[src/hdl/flash_status_params.svh]
`ifndef FLASH_STATUS_PARAMS_SVH
`define FLASH_STATUS_PARAMS_SVH

// Opcodes
`define OPC_STATUS_READ 8'hd7
`define OPC_DEEP_SLEEP 8'hb9
`define OPC_RESUME 8'hab

// Serial framing
`define BYTE_BITS 8
`define BIT_CNT_W 3
`define STATUS_IDX_W 4
`define BIT_CNT_ZERO 3'h0
`define BIT_CNT_LAST 3'h7
`define STATUS_IDX_ZERO 4'h0
`define STATUS_BYTE_SEL 3

// Status byte one layout
`define ST_READY_BIT 7
`define ST1_COMPARE_BIT 6
`define ST1_DENSITY_MSB 5
`define ST1_DENSITY_LSB 2
`define ST1_PROTECT_BIT 1
`define ST1_PAGE_BIT 0

// Status byte two layout
`define ST2_RSVD_HI_BIT 6
`define ST2_FAIL_BIT 5
`define ST2_RSVD_LO_MSB 4
`define ST2_RSVD_LO_LSB 0
`define ST2_RSVD_LO_ZERO 5'h00

// Reset values
`define FAIL_FLAG_RESET 1'b0
`define SERIAL_OUT_RESET 1'b0

// Timing
`define SYS_CLK_PERIOD_NS 20
`define DEEP_SLEEP_ENTRY_NS 3000
`define DEEP_SLEEP_EXIT_NS 3000
`define DEEP_SLEEP_ENTRY_CYC (`DEEP_SLEEP_ENTRY_NS / `SYS_CLK_PERIOD_NS)
`define DEEP_SLEEP_EXIT_CYC (`DEEP_SLEEP_EXIT_NS / `SYS_CLK_PERIOD_NS)
`define TIMER_W 12

`endif

[src/hdl/flash_status_pkg.sv]
package flash_status_pkg;

   typedef enum logic [1:0] {
      PWR_STANDBY,
      PWR_ENTERING,
      PWR_DEEP,
      PWR_EXITING
   } power_state_t;

   typedef enum logic [1:0] {
      CMD_IDLE,
      CMD_OPCODE,
      CMD_STATUS,
      CMD_IGNORE
   } cmd_state_t;

   // Live state from the array controller, same clock domain
   typedef struct packed {
      logic busy;
      logic compareMismatch;
      logic protectEnabled;
      logic pageSize512;
      logic opDone;
      logic opFailed;
      logic opAborted;
   } core_status_t;

   // Serial pins as seen after synchronisation
   typedef struct packed {
      logic chipSelect_n;
      logic serialClock;
      logic serialIn;
   } link_pins_t;

endpackage

[src/hdl/pin_sync.sv]
`timescale 1ns/100ps

module pin_sync #(
   parameter int WIDTH = 3,
   parameter logic [WIDTH-1:0] RESET_VALUE = '0
) (
   input wire logic sys_clk,
   input wire logic reset_n,
   input wire logic [WIDTH-1:0] asyncIn,
   output logic [WIDTH-1:0] syncOut
);

   logic [WIDTH-1:0] firstStage;

   initial begin
      if (WIDTH < 1) begin
         $error("pin_sync needs at least one bit");
      end
   end

   // Two flops per bit; only the second stage is read outside
   for (genvar i = 0; i < WIDTH; i++) begin : g_bit
      always_ff @(posedge sys_clk or negedge reset_n) begin
         if (!reset_n) begin
            firstStage[i] <= RESET_VALUE[i];
            syncOut[i] <= RESET_VALUE[i];
         end else begin
            firstStage[i] <= asyncIn[i];
            syncOut[i] <= firstStage[i];
         end
      end
   end

endmodule

[src/hdl/status_read_and_deep_sleep.sv]
// Behaviour
// Opcode D7h starts a status read
// Drive one status bit per clock after opcode
// Repeat byte one, byte two while selected
// Capture live status at every byte start
// Status read served even while busy
// Bit 7 of both bytes: ready flag
// Deselect ends read, releases serial out
// Host polls until ready goes high
// Byte one bit 6: compare mismatch
// Byte one bits 5:2: fixed density code
// Byte one bit 1: protection enabled
// Byte one bit 0: 512-byte page configured
// Byte two bit 5: erase/program failure
// Failure flag updated per operation, not aborts
// Standby when deselected and not busy
// Opcode B9h then deselect enters deep sleep
// Partial opcode or odd bit count aborts
// Deep sleep ignores all but resume
// Sleep request ignored while busy
// Host resends sleep after busy ends
// Power-up starts in standby
// Opcode ABh then deselect leaves sleep
// Status bytes MSB first, byte one first
`timescale 1ns/100ps
`include "flash_status_params.svh"

module status_read_and_deep_sleep #(
   parameter logic [3:0] DENSITY_CODE = 4'h5, // Arbitrary value
   parameter int ENTRY_CYCLES = `DEEP_SLEEP_ENTRY_CYC,
   parameter int EXIT_CYCLES = `DEEP_SLEEP_EXIT_CYC
) (
   input wire logic sys_clk,
   input wire logic reset_n,
   input wire logic chipSelect_n,
   input wire logic serialClock,
   input wire logic serialIn,
   input wire flash_status_pkg::core_status_t coreStatus,
   output logic serialOut,
   output logic serialOutEnable,
   output logic deepSleep,
   output logic standbyMode
);

   initial begin
      if (ENTRY_CYCLES < 1 || ENTRY_CYCLES >= (1 << `TIMER_W)) begin
         $error("ENTRY_CYCLES out of range");
      end
      if (EXIT_CYCLES < 1 || EXIT_CYCLES >= (1 << `TIMER_W)) begin
         $error("EXIT_CYCLES out of range");
      end
   end

   localparam logic [`TIMER_W-1:0] ENTRY_LOAD = `TIMER_W'(ENTRY_CYCLES - 1);
   localparam logic [`TIMER_W-1:0] EXIT_LOAD = `TIMER_W'(EXIT_CYCLES - 1);
   localparam logic [`TIMER_W-1:0] TIMER_ZERO = '0;
   localparam flash_status_pkg::link_pins_t PINS_IDLE = '{
      chipSelect_n: 1'b1,
      serialClock: 1'b0,
      serialIn: 1'b0
   };

   // Pin synchronisation
   flash_status_pkg::link_pins_t rawPins;
   flash_status_pkg::link_pins_t pins;

   assign rawPins.chipSelect_n = chipSelect_n;
   assign rawPins.serialClock = serialClock;
   assign rawPins.serialIn = serialIn;

   pin_sync #(
      .WIDTH($bits(flash_status_pkg::link_pins_t)),
      .RESET_VALUE(PINS_IDLE)
   ) u_pin_sync (
      .sys_clk(sys_clk),
      .reset_n(reset_n),
      .asyncIn(rawPins),
      .syncOut(pins)
   );

   // Edge detection on synchronised pins
   logic clockPrev;
   logic selectPrev_n;

   always_ff @(posedge sys_clk or negedge reset_n) begin
      if (!reset_n) begin
         clockPrev <= 1'b0;
         selectPrev_n <= 1'b1;
      end else begin
         clockPrev <= pins.serialClock;
         selectPrev_n <= pins.chipSelect_n;
      end
   end

   wire selected = ~pins.chipSelect_n;
   wire selectFall = selectPrev_n & ~pins.chipSelect_n;
   wire selectRise = ~selectPrev_n & pins.chipSelect_n;
   wire clockRise = selected & ~selectFall & pins.serialClock & ~clockPrev;
   wire clockFall = selected & ~selectFall & ~pins.serialClock & clockPrev;

   // Live status bytes
   logic failFlag;
   wire [7:0] statusOne;
   wire [7:0] statusTwo;
   wire ready = ~coreStatus.busy;

   assign statusOne[`ST_READY_BIT] = ready;
   assign statusOne[`ST1_COMPARE_BIT] = coreStatus.compareMismatch;
   assign statusOne[`ST1_DENSITY_MSB:`ST1_DENSITY_LSB] = DENSITY_CODE;
   assign statusOne[`ST1_PROTECT_BIT] = coreStatus.protectEnabled;
   assign statusOne[`ST1_PAGE_BIT] = coreStatus.pageSize512;

   assign statusTwo[`ST_READY_BIT] = ready;
   assign statusTwo[`ST2_RSVD_HI_BIT] = 1'b0;
   assign statusTwo[`ST2_FAIL_BIT] = failFlag;
   assign statusTwo[`ST2_RSVD_LO_MSB:`ST2_RSVD_LO_LSB] = `ST2_RSVD_LO_ZERO;

   // Erase/program failure flag
   wire failUpdate = coreStatus.opDone & ~coreStatus.opAborted;

   always_ff @(posedge sys_clk or negedge reset_n) begin
      if (!reset_n) begin
         failFlag <= `FAIL_FLAG_RESET;
      end else if (failUpdate) begin
         failFlag <= coreStatus.opFailed;
      end
   end

   // Command shifter
   flash_status_pkg::cmd_state_t cmdState;
   flash_status_pkg::power_state_t powerState;
   logic [`BYTE_BITS-1:0] opcode;
   logic [`BIT_CNT_W-1:0] bitCount;
   logic opcodeComplete;

   wire [`BYTE_BITS-1:0] next_opcode = {opcode[`BYTE_BITS-2:0], pins.serialIn};
   wire lastOpcodeBit = (bitCount == `BIT_CNT_LAST);
   wire isStatusRead = (next_opcode == `OPC_STATUS_READ);
   wire statusAllowed = (powerState == flash_status_pkg::PWR_STANDBY);
   wire onByteBoundary = opcodeComplete & (bitCount == `BIT_CNT_ZERO);

   always_ff @(posedge sys_clk or negedge reset_n) begin
      if (!reset_n) begin
         opcode <= '0;
      end else if (selectFall) begin
         opcode <= '0;
      end else if (clockRise && cmdState == flash_status_pkg::CMD_OPCODE) begin
         opcode <= next_opcode;
      end
   end

   always_ff @(posedge sys_clk or negedge reset_n) begin
      if (!reset_n) begin
         bitCount <= `BIT_CNT_ZERO;
      end else if (selectFall) begin
         bitCount <= `BIT_CNT_ZERO;
      end else if (clockRise) begin
         bitCount <= bitCount + 1'b1;
      end
   end

   always_ff @(posedge sys_clk or negedge reset_n) begin
      if (!reset_n) begin
         opcodeComplete <= 1'b0;
      end else if (selectFall) begin
         opcodeComplete <= 1'b0;
      end else if (clockRise && lastOpcodeBit) begin
         opcodeComplete <= 1'b1;
      end
   end

   always_ff @(posedge sys_clk or negedge reset_n) begin
      if (!reset_n) begin
         cmdState <= flash_status_pkg::CMD_IDLE;
      end else begin
         case (cmdState)
            flash_status_pkg::CMD_IDLE: begin
               if (selectFall) begin
                  cmdState <= flash_status_pkg::CMD_OPCODE;
               end
            end
            flash_status_pkg::CMD_OPCODE: begin
               if (selectRise) begin
                  cmdState <= flash_status_pkg::CMD_IDLE;
               end else if (clockRise && lastOpcodeBit) begin
                  if (isStatusRead && statusAllowed) begin
                     cmdState <= flash_status_pkg::CMD_STATUS;
                  end else begin
                     cmdState <= flash_status_pkg::CMD_IGNORE;
                  end
               end
            end
            flash_status_pkg::CMD_STATUS: begin
               if (selectRise) begin
                  cmdState <= flash_status_pkg::CMD_IDLE;
               end
            end
            flash_status_pkg::CMD_IGNORE: begin
               if (selectRise) begin
                  cmdState <= flash_status_pkg::CMD_IDLE;
               end
            end
            default: begin
               cmdState <= flash_status_pkg::CMD_IDLE;
            end
         endcase
      end
   end

   // Status output shifter
   logic [`STATUS_IDX_W-1:0] statusIdx;
   logic [`BYTE_BITS-1:0] shiftReg;

   wire shifting = clockFall & (cmdState == flash_status_pkg::CMD_STATUS);
   wire byteStart = (statusIdx[`BIT_CNT_W-1:0] == `BIT_CNT_ZERO);
   wire [`BYTE_BITS-1:0] liveByte = statusIdx[`STATUS_BYTE_SEL] ? statusTwo : statusOne;
   wire [`BYTE_BITS-1:0] nextSource = byteStart ? liveByte : shiftReg;
   wire [`BYTE_BITS-1:0] next_shiftReg = {nextSource[`BYTE_BITS-2:0], 1'b0};

   always_ff @(posedge sys_clk or negedge reset_n) begin
      if (!reset_n) begin
         statusIdx <= `STATUS_IDX_ZERO;
      end else if (selectFall) begin
         statusIdx <= `STATUS_IDX_ZERO;
      end else if (shifting) begin
         statusIdx <= statusIdx + 1'b1;
      end
   end

   always_ff @(posedge sys_clk or negedge reset_n) begin
      if (!reset_n) begin
         shiftReg <= '0;
      end else if (shifting) begin
         shiftReg <= next_shiftReg;
      end
   end

   always_ff @(posedge sys_clk or negedge reset_n) begin
      if (!reset_n) begin
         serialOut <= `SERIAL_OUT_RESET;
      end else if (selectRise) begin
         serialOut <= `SERIAL_OUT_RESET;
      end else if (shifting) begin
         serialOut <= nextSource[`BYTE_BITS-1];
      end
   end

   always_ff @(posedge sys_clk or negedge reset_n) begin
      if (!reset_n) begin
         serialOutEnable <= 1'b0;
      end else if (selectRise || !selected) begin
         serialOutEnable <= 1'b0;
      end else if (shifting) begin
         serialOutEnable <= 1'b1;
      end
   end

   // Power state
   logic [`TIMER_W-1:0] powerTimer;

   wire lastOpcodeIsSleep = (opcode == `OPC_DEEP_SLEEP);
   wire lastOpcodeIsResume = (opcode == `OPC_RESUME);
   wire sleepRequest = selectRise & onByteBoundary & lastOpcodeIsSleep
      & ~coreStatus.busy;
   wire resumeRequest = selectRise & onByteBoundary & lastOpcodeIsResume;
   wire timerDone = (powerTimer == TIMER_ZERO);

   always_ff @(posedge sys_clk or negedge reset_n) begin
      if (!reset_n) begin
         powerState <= flash_status_pkg::PWR_STANDBY;
      end else begin
         case (powerState)
            flash_status_pkg::PWR_STANDBY: begin
               if (sleepRequest) begin
                  powerState <= flash_status_pkg::PWR_ENTERING;
               end
            end
            flash_status_pkg::PWR_ENTERING: begin
               if (timerDone) begin
                  powerState <= flash_status_pkg::PWR_DEEP;
               end
            end
            flash_status_pkg::PWR_DEEP: begin
               if (resumeRequest) begin
                  powerState <= flash_status_pkg::PWR_EXITING;
               end
            end
            flash_status_pkg::PWR_EXITING: begin
               if (timerDone) begin
                  powerState <= flash_status_pkg::PWR_STANDBY;
               end
            end
            default: begin
               powerState <= flash_status_pkg::PWR_STANDBY;
            end
         endcase
      end
   end

   always_ff @(posedge sys_clk or negedge reset_n) begin
      if (!reset_n) begin
         powerTimer <= TIMER_ZERO;
      end else if (powerState == flash_status_pkg::PWR_STANDBY && sleepRequest) begin
         powerTimer <= ENTRY_LOAD;
      end else if (powerState == flash_status_pkg::PWR_DEEP && resumeRequest) begin
         powerTimer <= EXIT_LOAD;
      end else if (!timerDone) begin
         powerTimer <= powerTimer - 1'b1;
      end
   end

   // Mode indicators
   wire next_deepSleep = (powerState == flash_status_pkg::PWR_DEEP);
   wire next_standbyMode = (powerState == flash_status_pkg::PWR_STANDBY)
      & pins.chipSelect_n & ~coreStatus.busy;

   always_ff @(posedge sys_clk or negedge reset_n) begin
      if (!reset_n) begin
         deepSleep <= 1'b0;
         standbyMode <= 1'b0;
      end else begin
         deepSleep <= next_deepSleep;
         standbyMode <= next_standbyMode;
      end
   end

endmodule

[config.mk]
export PLATFORM = sky130hd
export DESIGN_NAME = status_read_and_deep_sleep
export DESIGN_NICKNAME = d
export VERILOG_FILES = /design/src/hdl/flash_status_pkg.sv /design/src/hdl/pin_sync.sv /design/src/hdl/status_read_and_deep_sleep.sv
export VERILOG_INCLUDE_DIRS = /design/src /design/src/hdl
export SDC_FILE = /design/constraint.sdc
export NUM_CORES = 1
export LEC_CHECK = 0
export ABC_CLOCK_PERIOD_IN_PS = 2000
export BUFFER_PORTS_ARGS = -buffer_cell sky130_fd_sc_hd__buf_2
export CAP_MARGIN = 20
export CORE_UTILIZATION = 50
export DETAILED_ROUTE_END_ITERATION = 16
export PLACE_DENSITY = 0.7
export SETUP_SLACK_MARGIN = 0.15
export SLEW_MARGIN = 20
export SYNTH_ARGS = -nofsm -noshare
export SYNTH_HDL_FRONTEND = slang
export SYNTH_SLANG_ARGS = --single-unit
[constraint.sdc]
create_clock -name sys_clk -period 2 [get_ports sys_clk]
set_clock_uncertainty 0.2 [all_clocks]
set_input_delay 0.2 -clock sys_clk [delete_from_list [all_inputs] [get_ports sys_clk]]
set_output_delay 0.2 -clock sys_clk [all_outputs]
set_load 0.005 [all_outputs]
Word level (Yosys, flattened, before mapping):

Cells that the tools add are included.

* register bits: 52
* bits of input ports: 12
* output and inout bits: 4

* add/subtract/negate cells: 3
* multiplexer cells: 28
* equal/unequal tests: 18
* bitwise gates (word level): 23
* reduce and logical (&&, ||, !) cells: 20

Operators by type and width (number)
* 12-bit two-way mux: 3
* 8-bit == test (second input constant): 3
* 8-bit two-way mux: 3
* 1-bit AND: 16
* 2-bit two-way mux: 8
* 12-bit logical NOT: 1
* 2-bit nonzero test: 6
* 12-bit by 1-bit subtractor with 12-bit output (second input constant): 1
* 2-bit == test (second input constant): 4
* 4-bit two-way mux: 2
* 2-bit != test (second input constant): 4
* 2-bit case mux with 4 select lines: 1
* 1-bit two-way mux: 7
* 7-bit two-way mux: 1
* 1-bit inverter: 7
* 3-bit logical NOT: 2
* 3-bit two-way mux: 2
* 2-bit case mux with 3 select lines: 1
* 1-bit logical AND: 5
* 4-bit by 1-bit adder with 4-bit output (second input constant): 1
* 2-bit by 1-bit == test with 1-bit output (second input constant): 2
* 2-bit logical NOT: 2
* 2-bit by 1-bit != test with 1-bit output (second input constant): 2
* 4-bit AND reduction: 1
* other kinds (7): 7

Logic depth before layout (Yosys ltp):

Gate-level depths: netlist of the first run.

* depth in word-level cells: 10
* mapped depth: 7
* depth with buffers taken out: 6

By module:

From an unflattened synthesis of the first run, not the netlist that was laid out.

* cells, all modules: 241
* area, all modules: 2498.6 sq um

By module, submodules not included
* status_read_and_deep_sleep: instances 1, cells an instance 235, sequential area each 1152.4 sq um, area each 2346.0 sq um
* pin_sync: instances 1, cells an instance 6, sequential area each 152.6 sq um, area each 152.6 sq um

Worst setup path after synthesis of the first run:

No wires, ideal clock.

* kind: register to register
* from: register powerTimer[8]
* to: register powerTimer[11]
* cell stages (with the launch flop): 5
* period minus slack after synthesis: 2089 ps
* data required time: 1722 ps
* arrival: 1812 ps
* path slack: -89 ps
* cell sequence: dfrtp_1 -> or4_4 -> or4_1 -> or3_1 -> a21oi_1

* cells in the longest elaborated chain, start to end: 4

Ends and longest elaborated chain
* start, declared: RTL line status_read_and_deep_sleep.sv:259 `` logic [`TIMER_W-1:0] powerTimer; ``
* start signal, assigned: RTL line status_read_and_deep_sleep.sv:308 `powerTimer <= powerTimer - 1'b1;`
* 12-bit by 1-bit subtractor with 12-bit output: RTL line status_read_and_deep_sleep.sv:308
* 12-bit two-way mux: RTL line status_read_and_deep_sleep.sv:307 `end else if (!timerDone) begin`
* 12-bit two-way mux: RTL line status_read_and_deep_sleep.sv:305 `end else if (powerState == flash_status_pkg::PWR_DEEP && resumeRequest) begin`
* 12-bit two-way mux: RTL line status_read_and_deep_sleep.sv:303 `end else if (powerState == flash_status_pkg::PWR_STANDBY && sleepRequest) begin`

Several ways; a longest one is shown, not always the timed one. The select of a mux whose other input is x is not followed.
A chain may end at the register's enable or synchronous reset.

Worst setup path after layout of the first run:

Ends and elaborated chain as after synthesis.

==> results of run 1 <==
==> synth_stat cells (all sizes together), types with 2 or more instances <==
cell	count	area, µm²
and4	2	17.5
and4b	2	20.0
and3b	2	17.5
a21oi	16	80.1
o31ai	3	22.5
nand4	3	18.8
nand2b	5	31.3
nand3	6	30.0
nor3	4	20.0
nand2	18	67.6
xnor2	3	26.3
xor2	2	17.5
nor3b	2	15.0
nor2	24	90.1
a211oi	3	22.5
o21ai	14	70.1
mux2i	9	90.1
dfstp	3	78.8
nor4bb	4	40.0
ha	11	138
inv	9	33.8
dfrtp	49	1230
clkbuf	7	26.3
or2	2	12.5
o211ai	2	15.0
or4	6	48.8
nor2b	3	18.8
or3	7	43.8
o21a	2	15.0
and2	3	18.8
and3	3	18.8
==> flip-flops by register name (all words and copies together), names as in the netlist <==
name / cells
opcode: 8
failFlag: 1
selectPrev_n: 1
deepSleep: 1
powerState: 2
u_pin_sync.syncOut: 3
u_pin_sync.firstStage: 3
clockPrev: 1
statusIdx: 4
serialOut: 1
standbyMode: 1
shiftReg: 7
powerTimer: 12
cmdState: 2
opcodeComplete: 1
bitCount: 3
serialOutEnable: 1
==> metal layers <==
| layer | track usage [%] | up-vias |
|---|---|---|
| li1 | - | 971 |
| met2 | 33.7 | 23 |
| met4 | 6.10 | 0 |
| met3 | 4.97 | 4 |
| met1 | 28.4 | 943 |
| met5 | 0 | - |
==> critical path, cell delays in order, from the launching register on <==
cell and delay, ps:
dfrtp_1 390, or4_4 540, or4_4 490, or3_4 340
a21oi_2 110
==> power breakdown <==
group,total (µW),internal (µW),switching (µW)
clock network,633,281,352
logic,104,52.4,51.7
registers,1090,1070,19.2
==> cell type report <==
type,instances,share of cell area [%]
sequential,52,40.7
multi-input combinational,172,39.2
timing repair buffer,57,13.4
tap,67,2.61
clock buffer,6,2.58
inverter,9,1.05
clock inverter,2,0.468
==> final timing paths <==
kind / startpoint / to / slack (ps)
max in group asynchronous: reset_n / u_pin_sync.firstStage[2] / 1100
worst min-delay path: coreStatus[6] / standbyMode / 20
worst max-delay path: powerTimer[8] / powerTimer[11] / -130
worst max register to register: powerTimer[8] / powerTimer[11] / -130
worst min register to register: u_pin_sync.firstStage[0] / u_pin_sync.syncOut[0] / 150
min in group asynchronous: reset_n / bitCount[0] / 210
==> metrics by stage <==
step                hold WS [ps]  total power [µW]
detailed placement          13.4              1200
global route                9.32              1920
CTS                         14.5              1850
floorplan                   -296              1140
global placement            15.2              1200
finish                      24.0              1830
==> timing repair <==
item | in CTS | in global routing
hold endpoints to repair | 57 | 0
setup buffers | 1 | 11
endpoints found under the setup margin | 9 | 24
pin swaps | 5 | 9
hold buffers | 6 | 0
gates resized for setup | 5 | 27
==> cell families (layout without fill, tap and decap cells) <==
logic type | Yosys count | count (layout) | synth area share [%]
AND/OR/NAND/NOR | 100 | 100 | 22.8
XOR/XNOR | 5 | 5 | 1.75
multiplexers | 10 | 10 | 4.06
flip-flops | 52 | 52 | 52.2
buffers and inverters | 17 | 74 | 2.55
adder cells (fa/ha/maj) | 11 | 11 | 5.51
AO/OA/AOI/OAI | 46 | 46 | 11.1
==> impl_metrics.py, run 1 <==
metrics = {
    "hold_path": {
        "min_path_cells": 2,
        "hp-class": "primary input to flop",
    },
    "cells_and_area": {
        "drive_above_1_share_pct": 30.9,
        "layout.nets": 320,
        "n_antenna_cell": 0,
        "syn_to_final_growth_pct": 28.3,
        "final_util_pct": 67.4,
        "multi_input_area_mm2": 0.00126,
        "final_cell_mix": "dfrtp_1, buf_4, nor2_1",
        "regArea_mm2": 0.00131,
        "fillCellCount": 382,
        "fin_cells": 365,
        "finalInstanceArea_mm2": 0.00321,
        "final_common_cell": "dfrtp_1",
    },
    "power_and_ir_drop": {
        "p_leak_uw": 0.00149,
        "power_density_mw_per_mm2": 570,
        "vdd_drop_max_uv": 413,
    },
    "grt": {
        "grt.total_usage_pct": 21.0,
        "overflow": 0,
        "grt_pass1_vias": 1846,
        "antenna_found_initial": 0,
        "grt_start_max_net_pins": 53,
        "grt_pass1_wl_um": 8450,
    },
    "cts": {
        "clock_sinks": 52,
        "insertion_delay_ps": 310,
        "clockBufferDepth": 2,
        "path_clk_slew_ps": 100,
        "cts_tree": "built",
        "numCtsBuffers": 5,
        "cts_root_buffer": "clkbuf_8",
        "h-tree-depth": 2,
    },
    "synthesis": {
        "synth-seq-cells": 52,
        "async_flop_share_pct": 100,
        "syn_nets": 264,
        "syn_avg_cell_area_um2": 10.4,
        "ys_seq_area_share_pct": 52.2,
        "synth.distinct_cells": 44,
        "synthesis.area_mm2": 0.00250,
        "synth_top_flop_cell": "dfrtp_1",
        "synthCells": 241,
        "synth_edf_count": 0,
        "ys_warn_count": 0,
    },
    "timing": {
        "timing.final.ws_setup_ps": -131,
        "slew-limit-headroom_pct": 72.2,
        "tightestPinTransition_ps": 417,
        "fin_crit_ps": 2130,
        "tns_ps": -174,
        "hold_viol_final": 0,
        "maxSlewViolCount": 0,
        "fmax_ghz": 0.469,
        "setup_viol": 2,
        "grt_setup_unrepaired": "yes",
        "fin_crit_sh_pct": 107,
    },
    "placed_design": {
        "postPlaceCellArea_mm2": 0.00284,
        "portBuffers": 15,
        "dp_hpwl_um": 3400,
        "place_inst": 339,
        "pre_cts_ws_ps": -115,
        "globalplace.congestion": 0.829,
    },
    "setup_path": {
        "critPathMaxFanout": 3,
        "cp-start-kind": "flop",
        "ff2ff_path_depth": 4,
        "crit_path_end_kind": "flop",
        "crit_required_ps": 2040,
        "cp.arrival_ps": 2170,
        "timing.setup.critical_path_class": "flop to flop",
    },
    "detailed_routing": {
        "top_layer_used": "met4",
        "vias_per_cell": 5.32,
        "wl_met3_um": 112,
        "drtIter0Drc": 99,
        "antenna_left": 0,
        "routed_wl_um": 5230,
        "met1Wirelength_um": 2450,
        "vias": 1941,
        "met2WireLength_um": 2620,
        "drc": 0,
        "wire_per_inst_um": 14.3,
        "drt_pass1_iterations": 4,
    },
    "floorplanning": {
        "ios": 16,
        "die_w_um": 72.7,
        "start_util_pct": 52.6,
        "die_h_um": 72.7,
        "dieArea_mm2": 0.00528,
        "fp.coreArea_mm2": 0.00475,
        "rows": 25,
    },
    "job": {
        "cap_violations": 0,
    },
    "run_status": {
        "violations": "negative setup slack",
        "status": "complete, but fails checks",
    },
}
Power figures use the tool's default switching activity.
==> run 2, diff against run 1 <==
--- a/config.mk
+++ b/config.mk
@@ -12,6 +12,7 @@
 export CORE_UTILIZATION = 50
 export DETAILED_ROUTE_END_ITERATION = 16
 export PLACE_DENSITY = 0.7
+export REMOVE_ABC_BUFFERS = 1
 export SETUP_SLACK_MARGIN = 0.15
 export SLEW_MARGIN = 20
 export SYNTH_ARGS = -nofsm -noshare
==> run 2 against run 1 <==
Effect of this change: the run still ends with negative setup slack left; clock-buffer cell count unchanged; sequential power about the same; combinational power down 9%; fmax up 4.3%; critical endpoint unchanged; largest cell class unchanged.
==> impl_metrics.py, run 2 (synthesis results as in run 1) <==
metrics = {
    "cts": {
        "clockBufferDepth": 2,
        "cts_root_buffer": "clkbuf_8",
        "insertion_delay_ps": 300,
        "clock_sinks": 52,
        "numCtsBuffers": 5,
        "cts_tree": "built",
        "path_clk_slew_ps": 90,
        "h-tree-depth": 2,
    },
    "timing": {
        "fin_crit_ps": 2040,
        "timing.final.ws_setup_ps": -43.6,
        "fmax_ghz": 0.489,
        "tightestPinTransition_ps": 461,
        "maxSlewViolCount": 0,
        "tns_ps": -64.7,
        "grt_setup_unrepaired": "yes",
        "slew-limit-headroom_pct": 69.2,
        "fin_crit_sh_pct": 102,
        "hold_viol_final": 0,
        "setup_viol": 2,
    },
    "hold_path": {
        "hp-start": "coreStatus[6]",
        "hold_path_end": "standbyMode",
        "hp-class": "primary input to flop",
        "min_path_cells": 2,
    },
    "setup_path": {
        "critPathMaxFanout": 3,
        "cp-start-kind": "flop",
        "path_cells": "or4_4 -> or4_4 -> or3_1 -> a21oi_1",
        "r2r-start": "powerTimer[8]",
        "ff2ff_path_depth": 4,
        "crit_path_top_delay_cell": "or4_4",
        "path_common_cell": "or4_4",
        "r2r_setup_slack_ps": -40,
        "timing.setup.critical_path_class": "flop to flop",
        "crit_path_end_kind": "flop",
        "slowest_delay_ps": 540,
        "crit_required_ps": 2040,
        "r2r-end": "powerTimer[11]",
        "cp.arrival_ps": 2080,
    },
    "floorplanning": {
        "ios": 16,
        "rows": 25,
        "start_util_pct": 52.6,
        "die_h_um": 72.7,
        "fp.coreArea_mm2": 0.00475,
        "dieArea_mm2": 0.00528,
        "die_w_um": 72.7,
    },
    "placed_design": {
        "portBuffers": 15,
        "dp_hpwl_um": 3270,
        "globalplace.congestion": 0.796,
    },
    "cells_and_area": {
        "final_common_cell": "dfrtp_1",
        "drive_above_1_share_pct": 25.2,
        "regMostFlops": "powerTimer",
        "final_util_pct": 65.1,
        "n_antenna_cell": 0,
        "largest_reg_flops": 12,
        "final_cell_mix": "dfrtp_1, nor2_1, buf_4",
        "syn_to_final_growth_pct": 23.8,
        "reg.largest.list": "powerTimer: 12 flops, opcode: 8 flops, shiftReg: 7 flops",
        "layout.nets": 312,
    },
    "detailed_routing": {
        "drc": 0,
        "routed_wl_um": 4720,
        "drt_pass1_iterations": 4,
        "drtIter0Drc": 78,
        "vias": 1902,
        "wire_per_inst_um": 13.2,
        "vias_per_cell": 5.33,
        "antenna_left": 0,
    },
    "grt": {
        "grt_pass1_wl_um": 8250,
        "grt_start_max_net_pins": 53,
        "antenna_found_initial": 0,
        "overflow": 0,
        "grt_pass1_vias": 1898,
        "grt.total_usage_pct": 20.4,
    },
    "job": {
        "cap_violations": 0,
    },
    "run_status": {
        "violations": "negative setup slack",
        "status": "complete, but fails checks",
    },
    "power_and_ir_drop": {
        "p_leak_uw": 0.00145,
        "power_density_mw_per_mm2": 608,
        "vdd_drop_max_uv": 438,
    },
}
[run 2: changes by cell type in the layout (fill, tap and decap cells not counted), sizes merged]
cell      delta
bufinv       +1
buf          -8
clkinvlp     -2
clkinv       +1
[run 2: report_power, final]
group / leakage, µW / switching [µW] / total, µW / internal, µW
registers: 0.000627 / 15.1 / 1090 / 1070
clock network: 0.0000552 / 327 / 699 / 371
logic: 0.000768 / 48.9 / 95.1 / 46.2
total: 0.00145 / 391 / 1880 / 1490
[run 2: repair_timing]
item	in CTS	in global routing
hold endpoints to repair	57	0
setup endpoints to repair	7	19
setup buffers	0	3
resized for setup	8	12
pin swaps	3	7
hold buffers	6	0
[run 2: per-layer routing]
metal	part of all wire [%]	track usage, %	up-vias
met5	0	0	-
met4	1.3	6.54	0
met3	2.0	4.14	7
met2	48	35.0	18
met1	48	26.1	918
li1	-	-	959
[run 2: how the worst max path moves through the flow]
stage | startpoint | end | slack (ps) | cells past startpoint
floorplan | powerTimer[8] | powerTimer[11] | -90 | 4
global placement | powerTimer[8] | powerTimer[11] | -100 | 4
detailed placement | powerTimer[8] | powerTimer[11] | -110 | 4
CTS | powerTimer[8] | powerTimer[11] | -40 | 4
global route | powerTimer[8] | powerTimer[11] | -120 | 4
finish | powerTimer[8] | powerTimer[11] | -40 | 4
[run 2: stage by stage]
stage	instance area, µm²	total power (µW)	hold WS [ps]	cells	setup WS [ps]
6_report	3090	1880	60.3	357	-43.6
5_1_grt	3090	1960	47.6	357	-121
4_1_cts	3030	1900	41.1	354	-44.0
3_5_place_dp	2830	1190	11.6	340	-107
3_3_place_gp	2830	1190	10.8	340	-97.0
2_1_floorplan	2470	1140	-296	233	-89.4
[run 2: layout make-up]
cell class / count / area, µm²
fill: 395 / 1660
clock buffer: 6 / 72.6
clock inverter: 2 / 35.0
multi-input combinational: 172 / 1190
timing repair buffer: 49 / 373
sequential: 52 / 1310
inverter: 9 / 33.8
tap: 67 / 83.8
[run 2: worst max-delay path: cells and delay by family (launching register included)]
family / cells / cell delay [ps]
flops: 1 / 390
compound gates: 1 / 120
simple gates: 3 / 1270
